[config.mk]
export PLATFORM = sky130hd
export DESIGN_NAME = wsb_word_shift_digit_rotate_bit_logic
export DESIGN_NICKNAME = d
export VERILOG_FILES = /design/src/design/wsb_pkg.sv /design/src/design/wsb_word_shift_digit_rotate_bit_logic.sv
export SDC_FILE = /design/constraint.sdc
export NUM_CORES = 1
export LEC_CHECK = 0
export BUFFER_PORTS_ARGS = -buffer_cell sky130_fd_sc_hd__buf_4
export CAP_MARGIN = 20
export CORE_ASPECT_RATIO = 0.5
export CORE_MARGIN = 2
export CORE_UTILIZATION = 45
export CTS_CLUSTER_SIZE = 20
export DETAILED_ROUTE_END_ITERATION = 10
export GPL_TIMING_DRIVEN = 0
export PLACE_DENSITY = 0.71
export SETUP_SLACK_MARGIN = 0.2
export SLEW_MARGIN = 20
export SYNTH_ARGS = -nofsm -noshare
export SYNTH_HDL_FRONTEND = slang
export SYNTH_SLANG_ARGS = --single-unit
[constraint.sdc]
create_clock -name ref_clk -period 3.4 [get_ports ref_clk]
set_clock_uncertainty 0.2 [all_clocks]
set_input_delay 0.17 -clock ref_clk [delete_from_list [all_inputs] [get_ports ref_clk]]
set_output_delay 0.17 -clock ref_clk [all_outputs]
set_load 0.01 [all_outputs]
[src/design/wsb_pkg.sv]
// constants, types and state layout for the shift/digit/bit datapath
// assumes the core decoder presents one operation per request cycle
// Function
// RQ1: word left shift moves the pair up 0 to 7 places, zero into bit 0
// RQ2: after the word shift the sign flag equals result bit 15
// RQ3: after the word shift the zero flag shows an all-zero result
// RQ4: a word shift with nonzero count always clears the aux carry flag
// RQ5: parity flag set when the result low byte holds an even count of ones
// RQ6: carry flag holds the last bit shifted out of bit 15
// RQ7: a zero count leaves the operand and all five flags unchanged
// RQ8: right digit rotation moves acc low nibble and memory digits right
// RQ9: left digit rotation cycles acc low nibble and both memory digits leftward
// RQ10: bit transfer copies one bit either way between carry and bit operand
// RQ11: bit AND replaces carry with carry AND the selected bit
// RQ12: inverted-source AND uses the complement of the selected bit
// RQ13: bit OR replaces carry with carry OR the selected bit
// RQ14: inverted-source OR uses the complement of the selected bit
// RQ15: bit XOR replaces carry with carry XOR the bit, never inverted
// RQ16: bit invert flips the selected bit, carry included, in place
// RQ17: bit set forces the bit to one; flag targets change only that flag
// RQ18: bit clear forces the bit to zero; flag targets change only that flag
// RQ19: a bit of the 24-bit address space is read or modified alone
// RQ20: every byte write keeps all other bits of that byte
package wsb_pkg;

  localparam int WORD_W = 16;
  localparam int BYTE_W = 8;
  localparam int NIB_W  = 4;
  localparam int CNT_W  = 3;
  localparam int IDX_W  = 3;
  localparam int WORD_MSB = 15;

  // flag positions inside the status word low byte
  localparam int SIGN_BIT  = 7;
  localparam int ZERO_BIT  = 6;
  localparam int AUX_BIT   = 4;
  localparam int PV_BIT    = 2;
  localparam int CARRY_BIT = 0;

  localparam logic [WORD_W-1:0] RST_WORD = 16'h0000;
  localparam logic [BYTE_W-1:0] RST_BYTE = 8'h00;

  typedef enum logic [3:0] {
    NO_OP                = 4'h0,
    WORD_SHIFT_LEFT_OP   = 4'h1,
    DIGIT_ROTATE_RIGHT_OP = 4'h2,
    DIGIT_ROTATE_LEFT_OP = 4'h3,
    BIT_TRANSFER_OP      = 4'h4,
    BIT_AND_OP           = 4'h5,
    BIT_OR_OP            = 4'h6,
    BIT_XOR_OP           = 4'h7,
    BIT_INVERT_OP        = 4'h8,
    BIT_SET_OP           = 4'h9,
    BIT_CLEAR_OP         = 4'hA
  } wsb_op_t;

  // where the selected bit lives
  typedef enum logic [1:0] {
    LOC_CARRY       = 2'h0,
    LOC_BYTE        = 2'h1,
    LOC_STATUS_LOW  = 2'h2
  } wsb_loc_t;

  typedef struct packed {
    logic [WORD_W-1:0] word;
    logic [BYTE_W-1:0] byteVal;
    logic [BYTE_W-1:0] acc;
    logic [BYTE_W-1:0] status;
    logic              wrWord;
    logic              wrByte;
    logic              wrAcc;
    logic              wrStatus;
    logic              done;
  } wsb_state_t;

  localparam wsb_state_t RST_STATE = '{
    word: RST_WORD, byteVal: RST_BYTE, acc: RST_BYTE, status: RST_BYTE,
    wrWord: 1'b0, wrByte: 1'b0, wrAcc: 1'b0, wrStatus: 1'b0, done: 1'b0
  };

endpackage

[src/design/wsb_word_shift_digit_rotate_bit_logic.sv]
// word left shift, digit rotation and single-bit logic datapath
// assumes the decoder fetches operand bytes and writes results back itself
`timescale 1ns/100ps

module wsb_word_shift_digit_rotate_bit_logic
  import wsb_pkg::*;
(
  // clock and reset
  input  wire logic              ref_clk,
  input  wire logic              sys_rst,
  // request from the decoder
  input  wire logic              opValid,
  input  wire logic [3:0]        opCode,
  input  wire logic [CNT_W-1:0]  shiftCount,
  input  wire logic [1:0]        bitLoc,
  input  wire logic [IDX_W-1:0]  bitIndex,
  input  wire logic              invertSrc,
  input  wire logic              toCarry,
  // operands from the register file and memory
  input  wire logic [WORD_W-1:0] register_pair,
  input  wire logic [BYTE_W-1:0] operandByte,
  input  wire logic [BYTE_W-1:0] accIn,
  input  wire logic [BYTE_W-1:0] status_word_low,
  // results and write strobes
  output logic [WORD_W-1:0]      resultWord,
  output logic [BYTE_W-1:0]      resultByte,
  output logic [BYTE_W-1:0]      resultAcc,
  output logic [BYTE_W-1:0]      resultStatus,
  output logic                   wordWrite,
  output logic                   byteWrite,
  output logic                   accWrite,
  output logic                   statusWrite,
  output logic                   opDone
);

  wsb_state_t state_q;
  wsb_state_t state_d;

  // shift with the last bit out kept on top
  function automatic logic [WORD_W:0] wsb_shl(
    input logic [WORD_W-1:0] w,
    input logic [CNT_W-1:0]  n
  );
    logic [WORD_W:0] r;
    r = {1'b0, w};
    for (int i = 0; i < 7; i++) begin
      if (i < int'(n)) begin
        r = {r[WORD_W-1:0], 1'b0};
      end
    end
    return r;
  endfunction

  // replace one bit, leave the rest of the byte
  function automatic logic [BYTE_W-1:0] wsb_put(
    input logic [BYTE_W-1:0] b,
    input logic [IDX_W-1:0]  idx,
    input logic              v
  );
    logic [BYTE_W-1:0] r;
    r = b;
    r[idx] = v;
    return r;
  endfunction

  // even-ones test, also used by the checks
  function automatic logic wsb_even(input logic [BYTE_W-1:0] b);
    return ~^b;
  endfunction

  // one decode of the request; result registered a cycle later
  always_comb begin
    logic [WORD_W:0]   shl;
    logic              carry;
    logic              srcBit;
    logic              newBit;
    logic              wrTarget;
    logic [BYTE_W-1:0] st;
    shl      = wsb_shl(register_pair, shiftCount);
    carry    = status_word_low[CARRY_BIT];
    // the carry location reads the flag itself, not a byte bit
    srcBit   = (wsb_loc_t'(bitLoc) == LOC_CARRY) ? carry :
               (wsb_loc_t'(bitLoc) == LOC_STATUS_LOW) ?
               status_word_low[bitIndex] : operandByte[bitIndex]; // RQ19
    newBit   = 1'b0;
    wrTarget = 1'b0;
    st       = status_word_low;
    state_d          = state_q;
    state_d.wrWord   = 1'b0;
    state_d.wrByte   = 1'b0;
    state_d.wrAcc    = 1'b0;
    state_d.wrStatus = 1'b0;
    state_d.done     = opValid;
    if (opValid) begin
      state_d.word    = register_pair;
      state_d.byteVal = operandByte;
      state_d.acc     = accIn;
      state_d.status  = status_word_low;
      unique case (wsb_op_t'(opCode))
        NO_OP: begin
        end
        WORD_SHIFT_LEFT_OP: begin
          // zero count is a no-op: nothing written, flags untouched
          if (shiftCount != '0) begin // RQ7
            state_d.word = shl[WORD_W-1:0]; // RQ1
            st[SIGN_BIT]  = shl[WORD_MSB]; // RQ2
            st[ZERO_BIT]  = (shl[WORD_W-1:0] == '0); // RQ3
            st[AUX_BIT]   = 1'b0; // RQ4
            st[PV_BIT]    = wsb_even(shl[BYTE_W-1:0]); // RQ5
            st[CARRY_BIT] = shl[WORD_W]; // RQ6
            state_d.status   = st;
            state_d.wrWord   = 1'b1;
            state_d.wrStatus = 1'b1;
          end
        end
        DIGIT_ROTATE_RIGHT_OP: begin
          state_d.acc = {accIn[BYTE_W-1:NIB_W],
                         operandByte[NIB_W-1:0]}; // RQ8
          state_d.byteVal = {accIn[NIB_W-1:0],
                             operandByte[BYTE_W-1:NIB_W]}; // RQ8
          state_d.wrAcc  = 1'b1;
          state_d.wrByte = 1'b1; // RQ20
        end
        DIGIT_ROTATE_LEFT_OP: begin
          state_d.acc = {accIn[BYTE_W-1:NIB_W],
                         operandByte[BYTE_W-1:NIB_W]}; // RQ9
          state_d.byteVal = {operandByte[NIB_W-1:0],
                             accIn[NIB_W-1:0]}; // RQ9
          state_d.wrAcc  = 1'b1;
          state_d.wrByte = 1'b1; // RQ20
        end
        BIT_TRANSFER_OP: begin
          if (toCarry) begin
            st[CARRY_BIT] = srcBit; // RQ10
            state_d.status   = st;
            state_d.wrStatus = 1'b1;
          end else begin
            newBit   = carry; // RQ10
            wrTarget = 1'b1;
          end
        end
        BIT_AND_OP: begin
          st[CARRY_BIT] = carry & (srcBit ^ invertSrc); // RQ11 RQ12
          state_d.status   = st;
          state_d.wrStatus = 1'b1;
        end
        BIT_OR_OP: begin
          st[CARRY_BIT] = carry | (srcBit ^ invertSrc); // RQ13 RQ14
          state_d.status   = st;
          state_d.wrStatus = 1'b1;
        end
        BIT_XOR_OP: begin
          // the inversion prefix does not exist here, so it is ignored
          st[CARRY_BIT] = carry ^ srcBit; // RQ15
          state_d.status   = st;
          state_d.wrStatus = 1'b1;
        end
        BIT_INVERT_OP: begin
          newBit   = ~srcBit; // RQ16
          wrTarget = 1'b1;
        end
        BIT_SET_OP: begin
          newBit   = 1'b1; // RQ17
          wrTarget = 1'b1;
        end
        BIT_CLEAR_OP: begin
          newBit   = 1'b0; // RQ18
          wrTarget = 1'b1;
        end
        default: begin
          // undefined code: answer done, write nothing
        end
      endcase
      // single-bit write-back to carry, status byte or operand byte
      if (wrTarget) begin
        unique case (wsb_loc_t'(bitLoc))
          LOC_CARRY: begin
            state_d.status   = wsb_put(status_word_low, IDX_W'(CARRY_BIT),
                                       newBit); // RQ17 RQ18
            state_d.wrStatus = 1'b1;
          end
          LOC_STATUS_LOW: begin
            state_d.status   = wsb_put(status_word_low, bitIndex,
                                       newBit); // RQ17 RQ18
            state_d.wrStatus = 1'b1;
          end
          LOC_BYTE: begin
            state_d.byteVal = wsb_put(operandByte, bitIndex, newBit); // RQ20
            state_d.wrByte  = 1'b1;
          end
          default: begin
            // illegal location: nothing is written
          end
        endcase
      end
      // illegal location: any bit operation is done-only, so a bad
      // decode can never disturb the carry or a neighbouring byte
      if (!(bitLoc inside {LOC_CARRY, LOC_BYTE, LOC_STATUS_LOW}) &&
          opCode inside {[BIT_TRANSFER_OP:BIT_CLEAR_OP]}) begin
        state_d.status   = status_word_low;
        state_d.byteVal  = operandByte;
        state_d.wrStatus = 1'b0;
        state_d.wrByte   = 1'b0;
      end
    end
  end

  // the only clocked process of the block
  always_ff @(posedge ref_clk) begin
    if (sys_rst) begin
      state_q <= RST_STATE;
    end else begin
      state_q <= state_d;
    end
  end

  // outputs straight from the registered state
  assign resultWord   = state_q.word;
  assign resultByte   = state_q.byteVal;
  assign resultAcc    = state_q.acc;
  assign resultStatus = state_q.status;
  assign wordWrite    = state_q.wrWord;
  assign byteWrite    = state_q.wrByte;
  assign accWrite     = state_q.wrAcc;
  assign statusWrite  = state_q.wrStatus;
  assign opDone       = state_q.done;

  // checks: reference shift and request decodes
  logic [WORD_W:0] shlRef;
  logic            isShl;
  logic            isBitByteWr;
  logic            selBit;
  assign shlRef = {1'b0, register_pair} << shiftCount;
  assign isShl  = opValid && (opCode == WORD_SHIFT_LEFT_OP);
  assign selBit = operandByte[bitIndex];
  assign isBitByteWr = opValid && (bitLoc == LOC_BYTE) &&
                       (opCode == BIT_SET_OP || opCode == BIT_CLEAR_OP ||
                        opCode == BIT_INVERT_OP);
endmodule

==> out/qor.txt, run 1 <==
Result of the run: complete, no violations
Post-route setup slack: 0.7363 ns
Headroom to the max-slew limit: 47.99%
Global routing met1 resource utilization: 37.90%
H-tree depth reported by CTS: 2
Arrival time at the worst endpoint: 2.62 ns
Count of pins on the block boundary: 102
GR met3 Demand/Resource: 4.886%
Total of endpoints with negative setup slack in the final report: 0
Worst setup slack before clock tree synthesis: 0.4249 ns
Leading cell type by number of instances after synthesis: nor2_1
Met2 capacity usage during global routing: 39.57%
Total count of hold-check failures in the final report: 0
Accumulated negative setup slack: 0 ns
Post-synthesis sequential element count: 45
Post-route non-filler standard cell count: 623
Initial DRT Pass Iterations: 5
Biggest area contributors in the synthesized netlist: dfxtp_1 (27%), mux2i_1 (16%), mux4_2 (7.3%)
Gp weighted congestion: 0.9162
Worst skew pair latency: 0.29 ns
Number of rows in the core area: 22
Cell with the biggest individual delay on the critical path: mux2_2
Transition time at the pin with the least slew margin: 0.7801 ns
Setup repair bufs after CTS: 0
Clock Sinks: 45
Area of all sequential standard cells: 900.9 µm²
Total routing resource utilization after global routing: 25.82%
Cell variety after synth: 61
Yosys top cell by area: dfxtp_1
Total clock buffers created by CTS: 5
Worst Setup End Kind: flip-flop
Area growth from synthesis to final layout: 32.53%
Clk buf depth: 2
Share of the core filled with cells: 61.49%
Post-synth top flop: dfxtp_1
Starting DRC count in detailed routing: 367
Height of the chip: 65.33 µm
Core ar.: 7295 µm²
# port buffers: 94
Instance area after placement: 4210 µm²
DP HPWL: 7873 µm
Largest stage delay, worst path: 0.39 ns
Net Count, Synth: 476
Min Tclk post-route: 2.664 ns
Pin count of the biggest net entering global routing: 17
Top cell type's share of synthesized area: 26.62%
Initial antenna violation count: 0
Synth warnings: 0
Most used routing layer in global routing: met2
Pwr Total: 1.626 mW
Die Span X: 126.6 µm
Worst hold path class: in2reg
NumNets Final: 587
Number of vias after detailed routing: 3626
Post-DRT Antenna Nets: 0
Netlist Area Pre-Place: 3384 µm²
Starting utilization of the core area: 46.40%
Vias per std cell: 5.820
Synth cell count leaders: nor2_1 (55), mux2i_1 (54), dfxtp_1 (45), nand2_1 (45), o21ai_0 (34)
Sequential-to-total area share from yosys stat: 26.62%
Worst setup path category: in2reg
TritonCTS clock tree: done
RSZ-0062 raised after global routing: false
Required time of the critical path: 3.36 ns
Diodes inserted: 0
Final count of pins violating max slew: 0
Aggregate routed wire length: 10540 µm
Number of global-route vias before repair: 3211
Final design area excluding fillers: 4486 µm²
Critical path fanouts, max: 10
Kind of launch point of the worst setup path: primary input
Number of remaining DRC errors: 0
CTS clk-pin slew, worst paths: 0.07 ns
IR drop worst, VDD: 0.2896 mV
Synthesized instance count: 415
Number of cells upsized or downsized after cts: 0
Total leakage power: 1.973 nW
Root cell of the clock tree: clkbuf_16
Overall die area: 8273 µm²
Number of synthesized flops with an enable pin: 0
Placed cell count: 605
Fmax: 375.4 MHz
Final clock period utilization by the worst path: 78.34%
WL/cell: 16.91 µm
Share of post-route cells with drive strength above 1: 25.62%
Final worst hold slack: 0.03893 ns
Pwr/cell area: 362.6 nW/µm²
Count of max-cap constraint violations: 0
Ordered list of cells on the worst path: buf_4 -> buf_2 -> buf_4 -> mux2_2 -> mux2i_1 -> nand2b_1 -> ha_1 -> xnor2_1 -> xnor2_1 -> o21ai_0 -> a211oi_1 -> a2111oi_2
Global-route wire length before repair: 16940 µm
GRT overflow: 0
Fraction of registers with async set/reset: 0%
Fill cells: 653
Area of the multi-input gates: 2325 µm²
Avg Synthesized Cell Area: 8.155 µm²
-- final timing paths --
check | startpoint | endpoint | slack (ns) | cells after the start
max reg2reg | resultStatus[0] | resultStatus[0] | 2.22 | 4
min reg2reg | resultStatus[3] | resultStatus[3] | 0.26 | 2
max | shiftCount[0] | resultStatus[2] | 0.74 | 12
min | operandByte[6] | resultByte[6] | 0.04 | 3
-- flip-flops by register name, indices dropped and copies added, names as in the netlist --
signal        flops
byteWrite         1
statusWrite       1
opDone            1
resultAcc         8
wordWrite         1
resultStatus      8
resultByte        8
accWrite          1
resultWord       16
-- power breakdown --
group / internal (mW) / total (mW) / switching [mW]
Combinational: 0.218 / 0.459 / 0.241
Clock: 0.354 / 0.590 / 0.236
Sequential: 0.561 / 0.578 / 0.0170
Total: 1.13 / 1.63 / 0.494
-- critical path, delay by kind of cell --
family | cells | cell delay [ns]
fa+ha+maj | 1 | 0.25
buf+inv | 3 | 0.63
compound gates | 3 | 0.44
mux | 2 | 0.56
simple gates | 1 | 0.16
xor+xnor | 2 | 0.38
-- cells in the final DEF (no fill, tap or decap), types with 10 or more instances in the layout --
cell,n
nor2_1,55
nand2_1,45
o21ai_0,34
a21oi_1,17
dlygate4sd3_1,10
buf_4,95
clkbuf_1,18
mux4_2,11
mux2i_1,54
dfxtp_1,45
-- what timing repair did --
action	CTS	global route
hold endpoints to repair	10	0
endpoints found under the setup margin	0	0
hold buffers	10	0
-- final cells by class --
type,count,area share (%)
plain buffers,31,3.040
well taps,96,2.678
repair buffers,104,17.96
clock buffers,5,2.789
multi-input cells,333,51.83
inverters,6,0.5021
clock inverters,3,1.116
flip-flops and latches,45,20.08
-- per-layer routing --
layer | part of all wire [%] | wire (µm)
met5 | 0 | 0
met4 | 0.97 | 102
met3 | 6.9 | 722
met2 | 44 | 4632
met1 | 48 | 5080
-- kinds of logic after synthesis --
| family | synth area share [%] |
|---|---|
| AOI/OAI and AO/OA | 20.41 |
| xor gates and xnor gates | 0.7765 |
| adders and majority gates | 1.479 |
| buffers and inverters | 4.695 |
| DFF | 26.62 |
| muxes | 24.95 |
| and+or+nand+nor | 21.07 |
(Power assumes the default switching activity.)
==> inputs of run 2 (changes only) <==
==> constraint.sdc (replaced) <==
create_clock -name ref_clk -period 2.7 [get_ports ref_clk]
set_clock_uncertainty 0.2 [all_clocks]
set_input_delay 0.135 -clock ref_clk [delete_from_list [all_inputs] [get_ports ref_clk]]
set_output_delay 0.135 -clock ref_clk [all_outputs]
set_load 0.01 [all_outputs]
==> run 2 against run 1 <==
Net effect:
- wire length grew 1.3%
- utilization increased by 1.1 points
- total power increased by 28%
- setup slack lost 0.47 ns
- sequential share of layout area down 0.35 points
- combinational power is 33% higher
- design area rose by 1.8%
- first-iteration DRC count down 5.4%
- die area did not move
- clock-buffer cell count unchanged
- highest routed layer unchanged
==> out/qor.txt, run 2 (synthesis results as in run 1) <==
Pin count of the biggest net entering global routing: 17 (unchanged)
Clk buf depth: 2 (unchanged)
Arrival time at the worst endpoint: 2.38 ns (-0.24 ns)
CTS clk-pin slew, worst paths: 0.07 ns (about the same)
DP HPWL: 7948 µm (+0.96%)
Final count of pins violating max slew: 0 (unchanged)
Share of post-route cells with drive strength above 1: 27.46% (+1.8 points)
Worst Setup End Kind: flip-flop
Number of rows in the core area: 22 (unchanged)
Most used routing layer in global routing: met2
Initial DRT Pass Iterations: 5 (unchanged)
Setup repair bufs after CTS: 0 (unchanged)
Diodes inserted: 0 (unchanged)
Transition time at the pin with the least slew margin: 0.7586 ns (-0.02157 ns)
Overall die area: 8273 µm² (unchanged)
Starting utilization of the core area: 46.40% (unchanged)
NumNets Final: 588 (+0.17%)
Total routing resource utilization after global routing: 26.10% (+0.28 points)
Number of global-route vias before repair: 3387 (+5.5%)
Number of remaining DRC errors: 0 (unchanged)
Height of the chip: 65.33 µm (unchanged)
Count of max-cap constraint violations: 0 (unchanged)
Commonest non-fill, non-tap cell in the layout: buf_4
Total clock buffers created by CTS: 5 (unchanged)
Total count of hold-check failures in the final report: 0 (unchanged)
Final worst hold slack: 0.003905 ns (-0.03502 ns)
Worst setup path category: in2reg
Core ar.: 7295 µm² (unchanged)
Worst setup slack before clock tree synthesis: -0.2397 ns (-0.6646 ns)
Clock Sinks: 45 (unchanged)
Final clock period utilization by the worst path: 90.10%
Starting DRC count in detailed routing: 347 (-5.4%)
Initial antenna violation count: 0 (unchanged)
Post-route setup slack: 0.2673 ns (-0.4690 ns)
Worst skew pair latency: 0.29 ns (about the same)
Instance area after placement: 4213 µm² (about the same)
Number of vias after detailed routing: 3625 (-0.028%)
TritonCTS clock tree: done
Root cell of the clock tree: clkbuf_16
Total leakage power: 2.012 nW (+2.0%)
Post-DRT Antenna Nets: 0 (unchanged)
Area growth from synthesis to final layout: 34.90%
Global routing met1 resource utilization: 36.23% (-1.7 points)
Number of flip-flops in the largest register: 16 (unchanged)
Met2 capacity usage during global routing: 42.65% (+3.1 points)
Die Span X: 126.6 µm (unchanged)
Total of endpoints with negative setup slack in the final report: 0 (unchanged)
RSZ-0062 raised after global routing: false
# port buffers: 94 (unchanged)
Gp weighted congestion: 0.8729 (-4.7%)
Global-route wire length before repair: 17330 µm (+2.3%)
Accumulated negative setup slack: 0 ns (unchanged)
WL/cell: 17.10 µm (+1.1%)
Required time of the critical path: 2.65 ns (-0.71 ns)
Final design area excluding fillers: 4566 µm² (+1.8%)
Aggregate routed wire length: 10670 µm (+1.3%)
Worst hold path class: in2reg
Top library cells by usage in the layout, fill and taps aside: buf_4 (94), nor2_1 (55), mux2i_1 (53)
IR drop worst, VDD: 0.2645 mV (-8.7%)
GR met3 Demand/Resource: 6.352% (+1.5 points)
Result of the run: complete, no violations
Count of pins on the block boundary: 102 (unchanged)
Vias per std cell: 5.809 (-0.19%)
Pwr/cell area: 455.9 nW/µm² (+26%)
Min Tclk post-route: 2.433 ns
Kind of launch point of the worst setup path: primary input
Headroom to the max-slew limit: 49.43% (+1.4 points)
H-tree depth reported by CTS: 2 (unchanged)
Critical path fanouts, max: 10 (unchanged)
Pwr Total: 2.082 mW (+28%)
GRT overflow: 0 (unchanged)
Fmax: 411.1 MHz
-- run 2: cell types whose count changed in the layout (fill, tap and decap cells not counted), moves of 2 or more --
cell / change
inv_6: +2
clkbuf_1: -3
xnor2_2: +2
xnor2_1: -2
buf_8: +2
clkbuf_2: +3
-- run 2: power by group --
group	switching, mW	leakage (nW)	internal [mW]
combinational	0.318	1.56	0.294
clock	0.297	0.0848	0.444
sequential	0.0220	0.372	0.706
-- run 2: per-layer routing --
metal,up-vias,part of all wire [%]
met1,1731,47
met5,-,0
met4,0,0.54
li1,1745,-
met2,141,45
met3,8,7.3
-- run 2: critical path: stages --
cell       delay [ns]
buf_4            0.11
buf_8            0.15
buf_8            0.16
mux2_2           0.39
a22oi_1          0.26
ha_1             0.32
xor2_2           0.18
xnor2_2          0.23
o21ai_2          0.09
a211oi_2         0.27
a2111oi_2        0.08
-- run 2: repair_timing --
action                                 4_1_cts  5_1_grt
cloned                                       0        0
setup endpoints to repair                    1        1
resized for setup                            7        9
hold buffers                                11        0
pin swaps                                    1        0
endpoints found under the hold margin       11        0
-- run 2: per-stage QoR --
stage | cells | util (%)
after global placement | 605 | 57.75
after CTS | 624 | 61.99
after global routing | 624 | 62.59
final | 624 | 62.59
after floorplan | 415 | -
after detailed placement | 605 | 57.75
-- run 2: worst paths after layout --
path	startpoint	end	slack [ns]	cells past startpoint
worst min register to register	resultStatus[1]	resultStatus[1]	0.26	2
worst min-delay path	register_pair[2]	resultWord[2]	0.004	3
worst max-delay path	shiftCount[0]	resultStatus[2]	0.27	11
worst max register to register	resultStatus[0]	resultStatus[0]	1.49	4
-- run 2: final cells by class --
class | instances | area [µm²]
Fill cell | 642 | 2729
Multi-Input combinational cell | 333 | 2376
Sequential cell | 45 | 900.9
Timing Repair Buffer | 105 | 815.8
Buffer | 31 | 157.7
Clock buffer | 5 | 125.1
Tap cell | 96 | 120.1
Clock inverter | 3 | 47.55
Inverter | 6 | 22.52
